--- src/seee_regs.svh ---
`ifndef SEEE_REGS_SVH
`define SEEE_REGS_SVH

// select word: fixed prefix in the upper nibble, select bits, direction bit
`define SEEE_DEV_PREFIX     4'hA
`define SEEE_PREFIX_MSB     7
`define SEEE_PREFIX_LSB     4
`define SEEE_CS_MSB         3
`define SEEE_CS_LSB         1
`define SEEE_DIR_BIT        0
`define SEEE_ADDR_MSB       6

// byte framing
`define SEEE_BITS_PER_BYTE  4'h8
`define SEEE_BIT_CNT_RST    4'h0

// memory organisation
`define SEEE_ADDR_W         7
`define SEEE_DATA_W         8
`define SEEE_WORDS          128
`define SEEE_ADDR_LAST      7'h7F
`define SEEE_ADDR_RST       7'h00
`define SEEE_DATA_RST       8'h00
`define SEEE_ERASED         8'hFF

// request word carried by the fifo: {write, address, data}
`define SEEE_REQ_W          16
`define SEEE_REQ_WR_BIT     15
`define SEEE_REQ_ADDR_MSB   14
`define SEEE_REQ_ADDR_LSB   8
`define SEEE_REQ_DATA_MSB   7
`define SEEE_FIFO_DEPTH     4

// programming time
`define SEEE_CLK_MHZ        25
`define SEEE_T_PROG_US      10000
`define SEEE_PROG_CYCLES    (`SEEE_T_PROG_US * `SEEE_CLK_MHZ)

`endif

--- src/seee_pkg.sv ---
package seee_pkg;

    typedef enum logic [2:0] {
        SEEE_ST_IDLE,
        SEEE_ST_SEL,
        SEEE_ST_ADDR,
        SEEE_ST_DATA,
        SEEE_ST_TX,
        SEEE_ST_WAIT
    } seee_state_t;

    typedef enum logic [1:0] {
        SEEE_PG_IDLE,
        SEEE_PG_ERASE,
        SEEE_PG_WRITE
    } seee_prog_t;

endpackage

--- src/seee_mem_if.sv ---
`timescale 1ns/1ns
interface seee_mem_if;
    logic       req_valid;
    logic       req_ready;
    logic       req_wr;
    logic [6:0] req_addr;
    logic [7:0] req_data;
    logic       rd_valid;
    logic [7:0] rd_data;
    logic       abort;
    logic       busy;

    modport ctl (
        output req_valid,
        output req_wr,
        output req_addr,
        output req_data,
        output abort,
        input  req_ready,
        input  rd_valid,
        input  rd_data,
        input  busy
    );

    modport mem (
        input  req_valid,
        input  req_wr,
        input  req_addr,
        input  req_data,
        input  abort,
        output req_ready,
        output rd_valid,
        output rd_data,
        output busy
    );
endinterface

--- src/seee_fifo.sv ---
`timescale 1ns/1ns
module seee_fifo #(
    parameter int WIDTH = 16,
    parameter int DEPTH = 4
) (
    input  wire logic             clk_sys_i,
    input  wire logic             rst_b_i,
    input  wire logic             in_valid_i,
    output logic                  in_ready_o,
    input  wire logic [WIDTH-1:0] in_data_i,
    output logic                  out_valid_o,
    input  wire logic             out_ready_i,
    output logic      [WIDTH-1:0] out_data_o
);
    localparam int PW = $clog2(DEPTH);

    logic [WIDTH-1:0] store [DEPTH];
    logic [PW:0]      wr_ptr;
    logic [PW:0]      rd_ptr;

    wire empty = (wr_ptr == rd_ptr);
    wire full  = (wr_ptr[PW] != rd_ptr[PW]) && (wr_ptr[PW-1:0] == rd_ptr[PW-1:0]);
    wire push  = in_valid_i && !full;
    wire pop   = out_valid_o && out_ready_i;

    assign in_ready_o  = !full;
    assign out_valid_o = !empty;
    assign out_data_o  = store[rd_ptr[PW-1:0]];

    always_ff @(posedge clk_sys_i) begin
        if (push) begin
            store[wr_ptr[PW-1:0]] <= in_data_i;
        end
    end

    always_ff @(posedge clk_sys_i or negedge rst_b_i) begin
        if (!rst_b_i) begin
            wr_ptr <= '0;
            rd_ptr <= '0;
        end else begin
            if (push) begin
                wr_ptr <= wr_ptr + 1'b1;
            end
            if (pop) begin
                rd_ptr <= rd_ptr + 1'b1;
            end
        end
    end
endmodule

--- src/seee_prog_mem.sv ---
`timescale 1ns/1ns
`include "seee_regs.svh"
module seee_prog_mem
    import seee_pkg::*;
#(
    parameter int unsigned PROG_CYCLES = `SEEE_PROG_CYCLES
) (
    input  wire logic clk_sys_i,
    input  wire logic rst_b_i,
    seee_mem_if.mem   bus
);
    // erase and write each take half of the programming time
    localparam logic [31:0] PHASE_LAST = 32'((PROG_CYCLES / 2) - 1);

    logic [`SEEE_DATA_W-1:0] cells [`SEEE_WORDS];
    seee_prog_t              pstate;
    logic [31:0]             cnt;
    logic [`SEEE_ADDR_W-1:0] paddr;
    logic [`SEEE_DATA_W-1:0] pdata;

    wire phase_done = (pstate != SEEE_PG_IDLE) && !bus.abort && (cnt == PHASE_LAST);
    wire [`SEEE_DATA_W-1:0] next_cell = (pstate == SEEE_PG_ERASE) ?
                                        `SEEE_ERASED : (cells[paddr] & pdata);
    wire take      = bus.req_valid && (pstate == SEEE_PG_IDLE);
    // an already erased word skips erase, an all-ones word skips write;
    // a never written cell compares unknown and must still be erased
    wire skip_erase = (cells[bus.req_addr] == `SEEE_ERASED);
    wire need_write = (bus.req_data != `SEEE_ERASED);

    assign bus.req_ready = (pstate == SEEE_PG_IDLE);
    assign bus.busy      = (pstate != SEEE_PG_IDLE);

    always_ff @(posedge clk_sys_i) begin
        if (phase_done) begin
            cells[paddr] <= next_cell;
        end
    end

    always_ff @(posedge clk_sys_i or negedge rst_b_i) begin
        if (!rst_b_i) begin
            pstate       <= SEEE_PG_IDLE;
            cnt          <= 32'h0;
            paddr        <= `SEEE_ADDR_RST;
            pdata        <= `SEEE_DATA_RST;
            bus.rd_valid <= 1'b0;
            bus.rd_data  <= `SEEE_DATA_RST;
        end else begin
            bus.rd_valid <= 1'b0;
            unique case (pstate)
                SEEE_PG_IDLE: begin
                    cnt <= 32'h0;
                    if (take && bus.req_wr) begin
                        paddr <= bus.req_addr;
                        pdata <= bus.req_data;
                        if (skip_erase) begin
                            if (need_write) begin
                                pstate <= SEEE_PG_WRITE;
                            end
                        end else begin
                            pstate <= SEEE_PG_ERASE;
                        end
                    end else if (take) begin
                        bus.rd_data  <= cells[bus.req_addr];
                        bus.rd_valid <= 1'b1;
                    end
                end
                SEEE_PG_ERASE: begin
                    if (bus.abort) begin
                        pstate <= SEEE_PG_IDLE;
                    end else if (phase_done) begin
                        cnt    <= 32'h0;
                        pstate <= (pdata == `SEEE_ERASED) ? SEEE_PG_IDLE : SEEE_PG_WRITE;
                    end else begin
                        cnt <= cnt + 32'h1;
                    end
                end
                SEEE_PG_WRITE: begin
                    if (bus.abort || phase_done) begin
                        pstate <= SEEE_PG_IDLE;
                    end else begin
                        cnt <= cnt + 32'h1;
                    end
                end
                default: begin
                    pstate <= SEEE_PG_IDLE;
                end
            endcase
        end
    end
endmodule

--- src/seee_i2c_slave.sv ---
// What this block does
// - write-select acked only on matching select bits
// - matching read-select acked, then transmit data
// - address byte loads the address register, acked
// - data byte captured msb first, acked low
// - read bytes shifted msb first, released ninth
// - ack low on ninth clock; none on mismatch
// - stop after data byte starts erase (unless already erased) then write (unless data is all ones)
// - write-select aborts programming; read-select ignored then
// - master ack increments address, no wrap; stop idles
`timescale 1ns/1ns
`include "seee_regs.svh"
module seee_i2c_slave
    import seee_pkg::*;
#(
    parameter int unsigned PROG_CYCLES = `SEEE_PROG_CYCLES
) (
    input  wire logic clk_sys_i,
    input  wire logic rst_b_i,
    input  wire logic scl_i,
    input  wire logic sda_i,
    output logic      sda_o,
    output logic      sda_oe_o,
    input  wire logic select_bit_low_i,
    input  wire logic select_bit_mid_i,
    input  wire logic select_bit_high_i,
    output logic      prog_busy_o
);
    seee_mem_if mem_bus ();

    seee_state_t             state;
    logic [3:0]              bit_cnt;
    logic                    in_ack;
    logic [7:0]              shreg;
    logic [7:0]              tx;
    logic                    tx_drive;
    logic                    ack_drive;
    logic [`SEEE_ADDR_W-1:0] addr;
    logic [`SEEE_DATA_W-1:0] wdata;
    logic                    wr_pending;
    logic                    push_pend;
    logic                    push_wr;
    logic                    abort_q;
    logic                    scl_q;
    logic                    sda_q;
    logic                    sda_oe;
    logic                    busy_q;

    // bus events, from the previous sample of both lines
    wire scl_rise  = scl_i && !scl_q;
    wire scl_fall  = !scl_i && scl_q;
    wire start_ev  = scl_i && scl_q && sda_q && !sda_i;
    wire stop_ev   = scl_i && scl_q && !sda_q && sda_i;
    wire byte_done = scl_fall && !in_ack && (bit_cnt == `SEEE_BITS_PER_BYTE);
    wire ack_end   = scl_fall && in_ack;
    wire receiving = (state == SEEE_ST_SEL) || (state == SEEE_ST_ADDR) ||
                     (state == SEEE_ST_DATA);

    // select word decode
    wire [2:0] strap      = {select_bit_high_i, select_bit_mid_i, select_bit_low_i};
    wire       prefix_ok  = (shreg[`SEEE_PREFIX_MSB:`SEEE_PREFIX_LSB] == `SEEE_DEV_PREFIX);
    wire       cs_ok      = (shreg[`SEEE_CS_MSB:`SEEE_CS_LSB] == strap);
    wire       sel_match  = prefix_ok && cs_ok;
    wire       sel_read   = shreg[`SEEE_DIR_BIT];
    wire       sel_wr_ok  = sel_match && !sel_read;
    wire       sel_rd_ok  = sel_match && sel_read && !busy_q;
    wire       accept     = (state != SEEE_ST_SEL) || sel_wr_ok || sel_rd_ok;
    wire       next_oe    = ack_drive || (tx_drive && !tx[7]);

    wire                    fifo_ready;
    wire [`SEEE_REQ_W-1:0]  fifo_out;
    wire [`SEEE_REQ_W-1:0]  fifo_in = {push_wr, addr, push_wr ? wdata : `SEEE_DATA_RST};
    wire [`SEEE_ADDR_W-1:0] next_addr = (addr == `SEEE_ADDR_LAST) ? addr : addr + 1'b1;

    assign sda_o       = 1'b0;
    assign sda_oe_o    = sda_oe;
    assign prog_busy_o = busy_q;
    assign mem_bus.abort    = abort_q;
    assign mem_bus.req_wr   = fifo_out[`SEEE_REQ_WR_BIT];
    assign mem_bus.req_addr = fifo_out[`SEEE_REQ_ADDR_MSB:`SEEE_REQ_ADDR_LSB];
    assign mem_bus.req_data = fifo_out[`SEEE_REQ_DATA_MSB:0];

    // requests queue ahead of the memory; a push is held until the fifo has room
    seee_fifo #(
        .WIDTH (`SEEE_REQ_W),
        .DEPTH (`SEEE_FIFO_DEPTH)
    ) u_fifo (
        .clk_sys_i   (clk_sys_i),
        .rst_b_i     (rst_b_i),
        .in_valid_i  (push_pend),
        .in_ready_o  (fifo_ready),
        .in_data_i   (fifo_in),
        .out_valid_o (mem_bus.req_valid),
        .out_ready_i (mem_bus.req_ready),
        .out_data_o  (fifo_out)
    );

    seee_prog_mem #(
        .PROG_CYCLES (PROG_CYCLES)
    ) u_mem (
        .clk_sys_i (clk_sys_i),
        .rst_b_i   (rst_b_i),
        .bus       (mem_bus)
    );

    always_ff @(posedge clk_sys_i or negedge rst_b_i) begin
        if (!rst_b_i) begin
            scl_q  <= 1'b1;
            sda_q  <= 1'b1;
            sda_oe <= 1'b0;
            busy_q <= 1'b0;
        end else begin
            scl_q  <= scl_i;
            sda_q  <= sda_i;
            sda_oe <= next_oe;
            busy_q <= mem_bus.busy;
        end
    end

    always_ff @(posedge clk_sys_i or negedge rst_b_i) begin
        if (!rst_b_i) begin
            state      <= SEEE_ST_IDLE;
            bit_cnt    <= `SEEE_BIT_CNT_RST;
            in_ack     <= 1'b0;
            shreg      <= `SEEE_DATA_RST;
            tx         <= `SEEE_ERASED;
            tx_drive   <= 1'b0;
            ack_drive  <= 1'b0;
            addr       <= `SEEE_ADDR_RST;
            wdata      <= `SEEE_DATA_RST;
            wr_pending <= 1'b0;
            push_pend  <= 1'b0;
            push_wr    <= 1'b0;
            abort_q    <= 1'b0;
        end else begin
            abort_q <= 1'b0;
            if (push_pend && fifo_ready) begin
                push_pend <= 1'b0;
            end
            if (mem_bus.rd_valid) begin
                tx <= mem_bus.rd_data;
            end
            if (start_ev) begin
                // a repeated start drops a write that was not closed by stop
                state      <= SEEE_ST_SEL;
                bit_cnt    <= `SEEE_BIT_CNT_RST;
                in_ack     <= 1'b0;
                ack_drive  <= 1'b0;
                tx_drive   <= 1'b0;
                wr_pending <= 1'b0;
            end else if (stop_ev) begin
                state     <= SEEE_ST_IDLE;
                bit_cnt   <= `SEEE_BIT_CNT_RST;
                in_ack    <= 1'b0;
                ack_drive <= 1'b0;
                tx_drive  <= 1'b0;
                if (wr_pending) begin
                    push_pend  <= 1'b1;
                    push_wr    <= 1'b1;
                    wr_pending <= 1'b0;
                end
            end else if (receiving) begin
                if (scl_rise && !in_ack) begin
                    shreg   <= {shreg[6:0], sda_q};
                    bit_cnt <= bit_cnt + 1'b1;
                end
                if (byte_done && !accept) begin
                    state <= SEEE_ST_WAIT;
                end else if (byte_done) begin
                    in_ack    <= 1'b1;
                    ack_drive <= 1'b1;
                    unique case (state)
                        SEEE_ST_SEL: begin
                            if (sel_read) begin
                                push_pend <= 1'b1;
                                push_wr   <= 1'b0;
                            end else begin
                                abort_q <= busy_q;
                            end
                        end
                        SEEE_ST_ADDR: begin
                            addr <= shreg[`SEEE_ADDR_MSB:0];
                        end
                        SEEE_ST_DATA: begin
                            wdata      <= shreg;
                            wr_pending <= 1'b1;
                        end
                        default: begin
                            state <= SEEE_ST_WAIT;
                        end
                    endcase
                end
                if (ack_end) begin
                    in_ack    <= 1'b0;
                    ack_drive <= 1'b0;
                    bit_cnt   <= `SEEE_BIT_CNT_RST;
                    unique case (state)
                        SEEE_ST_SEL: begin
                            state    <= sel_read ? SEEE_ST_TX : SEEE_ST_ADDR;
                            tx_drive <= sel_read;
                        end
                        SEEE_ST_ADDR: begin
                            state <= SEEE_ST_DATA;
                        end
                        default: begin
                            state <= SEEE_ST_WAIT;
                        end
                    endcase
                end
            end else if (state == SEEE_ST_TX) begin
                if (scl_rise && in_ack && !sda_q) begin
                    addr      <= next_addr;
                    push_pend <= 1'b1;
                    push_wr   <= 1'b0;
                end else if (scl_rise && in_ack) begin
                    state  <= SEEE_ST_WAIT;
                    in_ack <= 1'b0;
                end else if (scl_rise) begin
                    bit_cnt <= bit_cnt + 1'b1;
                end
                if (scl_fall && !in_ack && (bit_cnt == `SEEE_BITS_PER_BYTE)) begin
                    tx_drive <= 1'b0;
                    in_ack   <= 1'b1;
                end else if (scl_fall && !in_ack && (bit_cnt != `SEEE_BIT_CNT_RST)) begin
                    tx <= {tx[6:0], 1'b1};
                end else if (ack_end) begin
                    in_ack   <= 1'b0;
                    bit_cnt  <= `SEEE_BIT_CNT_RST;
                    tx_drive <= 1'b1;
                end
            end
        end
    end
endmodule

--- config.mk ---
export PLATFORM = sky130hd
export DESIGN_NAME = seee_i2c_slave
export DESIGN_NICKNAME = d
export VERILOG_FILES = /design/src/seee_pkg.sv /design/src/seee_mem_if.sv /design/src/seee_fifo.sv /design/src/seee_prog_mem.sv /design/src/seee_i2c_slave.sv
export VERILOG_INCLUDE_DIRS = /design/src
export SDC_FILE = /design/constraint.sdc
export NUM_CORES = 2
export LEC_CHECK = 0
export BUFFER_PORTS_ARGS = -buffer_cell sky130_fd_sc_hd__clkbuf_2
export CELL_PAD_IN_SITES_DETAIL_PLACEMENT = 0
export CELL_PAD_IN_SITES_GLOBAL_PLACEMENT = 2
export CORE_ASPECT_RATIO = 0.5
export CORE_MARGIN = 8
export CORE_UTILIZATION = 30
export CTS_BUF_LIST = sky130_fd_sc_hd__clkbuf_16
export CTS_CLUSTER_DIAMETER = 50
export DETAILED_ROUTE_END_ITERATION = 8
export PLACE_DENSITY = 0.6
export SLEW_MARGIN = 40
export SYNTH_ARGS = -nofsm -noshare
export SYNTH_HDL_FRONTEND = slang
export SYNTH_SLANG_ARGS = --single-unit
export TNS_END_PERCENT = 5
--- constraint.sdc ---
create_clock -name clk_sys_i -period 5.9 [get_ports clk_sys_i]
set_input_delay 0.59 -clock clk_sys_i [delete_from_list [all_inputs] [get_ports clk_sys_i]]
set_output_delay 0.59 -clock clk_sys_i [all_outputs]
set_load 0.01 [all_outputs]
==> reports/metrics.yaml <==
run_status: "finished clean"
tritoncts: "built"
yosysTopAreaCell: "sky130_fd_sc_hd__edfxtp_1"
drt_drc_violations_left: 0
cts.reportedPaths.clkPinSlew_ns: 0.06
ctsLongestPathBuffers: 3
vias_per_cell: 6.02
wire_per_inst_um: 35.2
detail_route.first_pass.iterations: 6
cellLeakagePower_nw: 21.8
netlist-cell-type-count: 74
post-layout-total-power_mw: 36.8
worst_path_most_repeated_cell: "sky130_fd_sc_hd__o22ai_1"
critical_path.max_stage_delay_ns: 1.07
floorplan.io_pins: 10
synth_ff_type: "sky130_fd_sc_hd__edfxtp_1"
power.density_mw_per_mm2: 574
drt_wl_total_mm: 238
p_seq_share_pct: 33.7
groute.usage.overall_pct: 23.0
final_period_minus_worst_setup_slack_ns: 5.67
grt_pass1_wl_mm: 324
grt_setup_unrepaired: "false"
first_iter_violations: 5858
floorplan.die_area_mm2: 0.198
met2_wirelength_mm: 104
final_nets: 4260
r2r_setup_slack_ns: 0.23
drive_above_1_share_pct: 16.4
critPathSlowestCell: "sky130_fd_sc_hd__mux4_4"
maxSlewHeadroom_pct: 38.6
synth_edf_count: 1088
fmax_mhz: 176
critPathKind: "reg2reg"
list_of_cells_traversed_by_the_critical_path: "mux4_4 -> buf_4 -> nand2_1 -> o22ai_1 -> o21ai_0 -> o211ai_1 -> o22ai_1 -> nand4_1 -> and4bb_1 -> buf_12 -> nor3_1 -> nor4_2"
dr_wl_met3_mm: 26.2
share_clk_of_total_power_pct: 23.4
post_detailed_placement_half_perimeter_wirelength_mm: 161
rr_startpoint: "u_fifo.rd_ptr[0]$_DFFE_PN0P_"
synthesis.yosys.warnings: 0
post_cts.repair.setup_buffers: 0
grt_antenna_before_repair: 18
postSynth.asyncResetShare_pct: 9.41
clkLatencyLatePin_ns: 0.79
area_growth_syn_to_layout_pct: 16.3
core_mm2: 0.183
synth_fp_nets: 4190
synth_area_mm2: 0.0550
total_via_count_in_the_routed_design: 40700
power.share.switching_pct: 42.1
worst-endpoint-arrival_ns: 6.35
min_path_type: "in2async"
post-synth-top-count-cell: "sky130_fd_sc_hd__edfxtp_1"
internal_power_mw: 21.3
critPathCaptureType: "flop"
transition_time_at_the_pin_with_the_least_slew_margin_ns: 0.917
cts-hold-fix-buffers: 3
cts_resized: 0
finalWeightedCongestion: 0.952
grt_max_degree: 129
clock-skew-final_ns: 0.0306
cts_max_level: 4
synth_seq_area_share_pct: 64.5
grt_pass1_vias: 38900
grt.overflow.total: 0
crit_path_start: "u_fifo.rd_ptr[0]$_DFFE_PN0P_"
wl_met1_mm: 101
tritoncts.num_buffers: 135
critical_path.startpoint_type: "flop"
multi_input_comb_area_mm2: 0.0185
setup_tns_ns: 0
chipWidth_um: 622
numClockSinks: 1201
crit_required_ns: 6.58
number_of_pins_with_negative_max_slew_slack_in_the_final_report: 0
layout_worst_path_cycle_share_pct: 96.1
final_area_mm2: 0.0640
finalHoldViolCount: 0
regArea_mm2: 0.0355
route.top_layer_used: "met5"
synth.area.top_cells: "sky130_fd_sc_hd__edfxtp_1 59%, sky130_fd_sc_hd__mux2i_1 5.3%, sky130_fd_sc_hd__dfrtp_1 4.7%, sky130_fd_sc_hd__a22oi_1 4.4%, sky130_fd_sc_hd__nand2_1 3.3%"
die_height_um: 319
final_setup_violations: 0
dpl-instance-area_mm2: 0.0595
netlist_top_cells_count: "1088 x sky130_fd_sc_hd__edfxtp_1, 481 x sky130_fd_sc_hd__nand2_1, 320 x sky130_fd_sc_hd__a22oi_1"
drv_cap: 0
worstPathMaxFanout: 25
netlist.area_leader.share_pct: 59.4
clock-root-buffer: "sky130_fd_sc_hd__clkbuf_16"
antenna_violating_nets_post_route: 0
p_sw_mw: 15.5
row_count: 111
postSynthRegisterBits: 1201
power.combinational.fraction_pct: 42.9
per_instance_average_area_after_synthesis_um2: 13.2
start_util_pct: 30.1
fill_cells: 17700
port_buffers: 8
netlist_instances: 4170
power.ir.vdd_worst_uv: 670
==> sequential cells by signal, summed over array words and instances (netlist names), 2 cells and up <==
signal / count
addr: 7
bit_cnt: 4
shreg: 8
state: 3
tx: 8
u_fifo.rd_ptr: 3
u_fifo.store: 64
u_fifo.wr_ptr: 3
u_mem.bus.rd_data: 8
u_mem.cells: 1024
u_mem.cnt: 32
u_mem.paddr: 7
u_mem.pdata: 8
u_mem.pstate: 2
wdata: 8
==> worst max-delay path: cells and delay by family, from the launching register on <==
kind / cells / cell delay (ns)
AO/OA/AOI/OAI: 4 / 1.77
buffers and inverters: 2 / 0.48
flip-flops: 1 / 0.79
multiplexers: 1 / 1.07
AND/OR/NAND/NOR: 5 / 1.42
==> final timing paths <==
| path | endpoint | cells past startpoint |
|---|---|---|
| setup reg to reg | u_mem.pstate[1]$_DFFE_PN0P_ | 12 |
| hold reg to reg | u_fifo.wr_ptr[2]$_DFFE_PN0N_ | 1 |
| hold / removal | u_mem.cnt[11]$_DFFE_PN0P_ | 2 |
| min in group clk_sys_i | abort_q$_DFF_PN0_ | 4 |
| max in group asynchronous | wdata[1]$_DFFE_PN0P_ | 3 |
| setup / recovery | u_mem.pstate[1]$_DFFE_PN0P_ | 12 |
==> cell usage in the layout, fill, tap and decap left out, types with 15 or more instances in the layout <==
cell,n
sky130_fd_sc_hd__a211oi_1,61
sky130_fd_sc_hd__a21oi_1,109
sky130_fd_sc_hd__a221oi_1,99
sky130_fd_sc_hd__a22o_1,104
sky130_fd_sc_hd__a22oi_1,320
sky130_fd_sc_hd__a311oi_1,34
sky130_fd_sc_hd__a31oi_1,110
sky130_fd_sc_hd__and2_1,16
sky130_fd_sc_hd__and3_1,18
sky130_fd_sc_hd__buf_12,49
sky130_fd_sc_hd__buf_4,187
sky130_fd_sc_hd__bufinv_16,15
sky130_fd_sc_hd__clkbuf_16,141
sky130_fd_sc_hd__clkinv_1,23
sky130_fd_sc_hd__dfrtp_1,101
sky130_fd_sc_hd__edfxtp_1,1088
sky130_fd_sc_hd__inv_1,43
sky130_fd_sc_hd__mux2_2,45
sky130_fd_sc_hd__mux2i_1,290
sky130_fd_sc_hd__mux4_2,51
sky130_fd_sc_hd__nand2_1,477
sky130_fd_sc_hd__nand3_1,97
sky130_fd_sc_hd__nand4_1,73
sky130_fd_sc_hd__nor2_1,138
sky130_fd_sc_hd__nor2_2,105
sky130_fd_sc_hd__nor2b_1,67
sky130_fd_sc_hd__nor3_1,38
sky130_fd_sc_hd__nor4_1,28
sky130_fd_sc_hd__o21ai_0,69
sky130_fd_sc_hd__o22ai_1,59
sky130_fd_sc_hd__xnor2_1,16
==> stage by stage <==
step | worst slack [ns] | utilization (%) | std cells | hold slack (ns)
2_1_floorplan | 1.13 | - | 4170 | 0.294
3_3_place_gp | 0.0983 | 32.4 | 6527 | 0.475
3_5_place_dp | 0.400 | 32.6 | 6528 | 0.482
4_1_cts | 0.349 | 35.0 | 6767 | 0.390
5_1_grt | 0.128 | 35.0 | 6768 | 0.384
6_report | 0.231 | 35.0 | 6772 | 0.362
==> metal layers <==
layer,up-vias,GRT usage (%)
li1,16700,-
met1,21200,32.0
met2,2470,35.0
met3,359,6.06
met4,10,6.94
met5,-,0
==> final cells by class <==
class | count | share of cell area (%)
inverters | 20 | 0.117
clock buffers | 141 | 5.51
repair buffers | 250 | 3.91
multi-input cells | 2632 | 28.8
well taps | 2429 | 4.75
diodes | 4 | 0.0156
clock inverters | 95 | 1.35
flip-flops and latches | 1201 | 55.5
==> cells by family (layout without fill, tap and decap cells) <==
| family | count (synthesis) | after routing | share of synthesized area, % |
|---|---|---|---|
| AO/OA/AOI/OAI | 1064 | 1064 | 14.0 |
| XOR/XNOR | 27 | 27 | 0.430 |
| adder cells (fa/ha/maj) | 13 | 13 | 0.296 |
| buffers and inverters | 337 | 506 | 2.83 |
| flip-flops | 1201 | 1201 | 64.5 |
| multiplexers | 391 | 391 | 8.45 |
| other | 1 | 5 | 0.00682 |
| AND/OR/NAND/NOR | 1136 | 1136 | 9.44 |
==> power groups by stage <==
stage	Sequential [mW]	Combinational (mW)	Clock, mW
global placement	12.6	15.2	0
CTS	12.4	15.3	8.69
finish	12.4	15.8	8.59
detailed placement	12.6	15.3	0
global route	12.4	16.1	8.99
floorplan	12.6	7.38	0
Power figures use the tool's default switching activity.
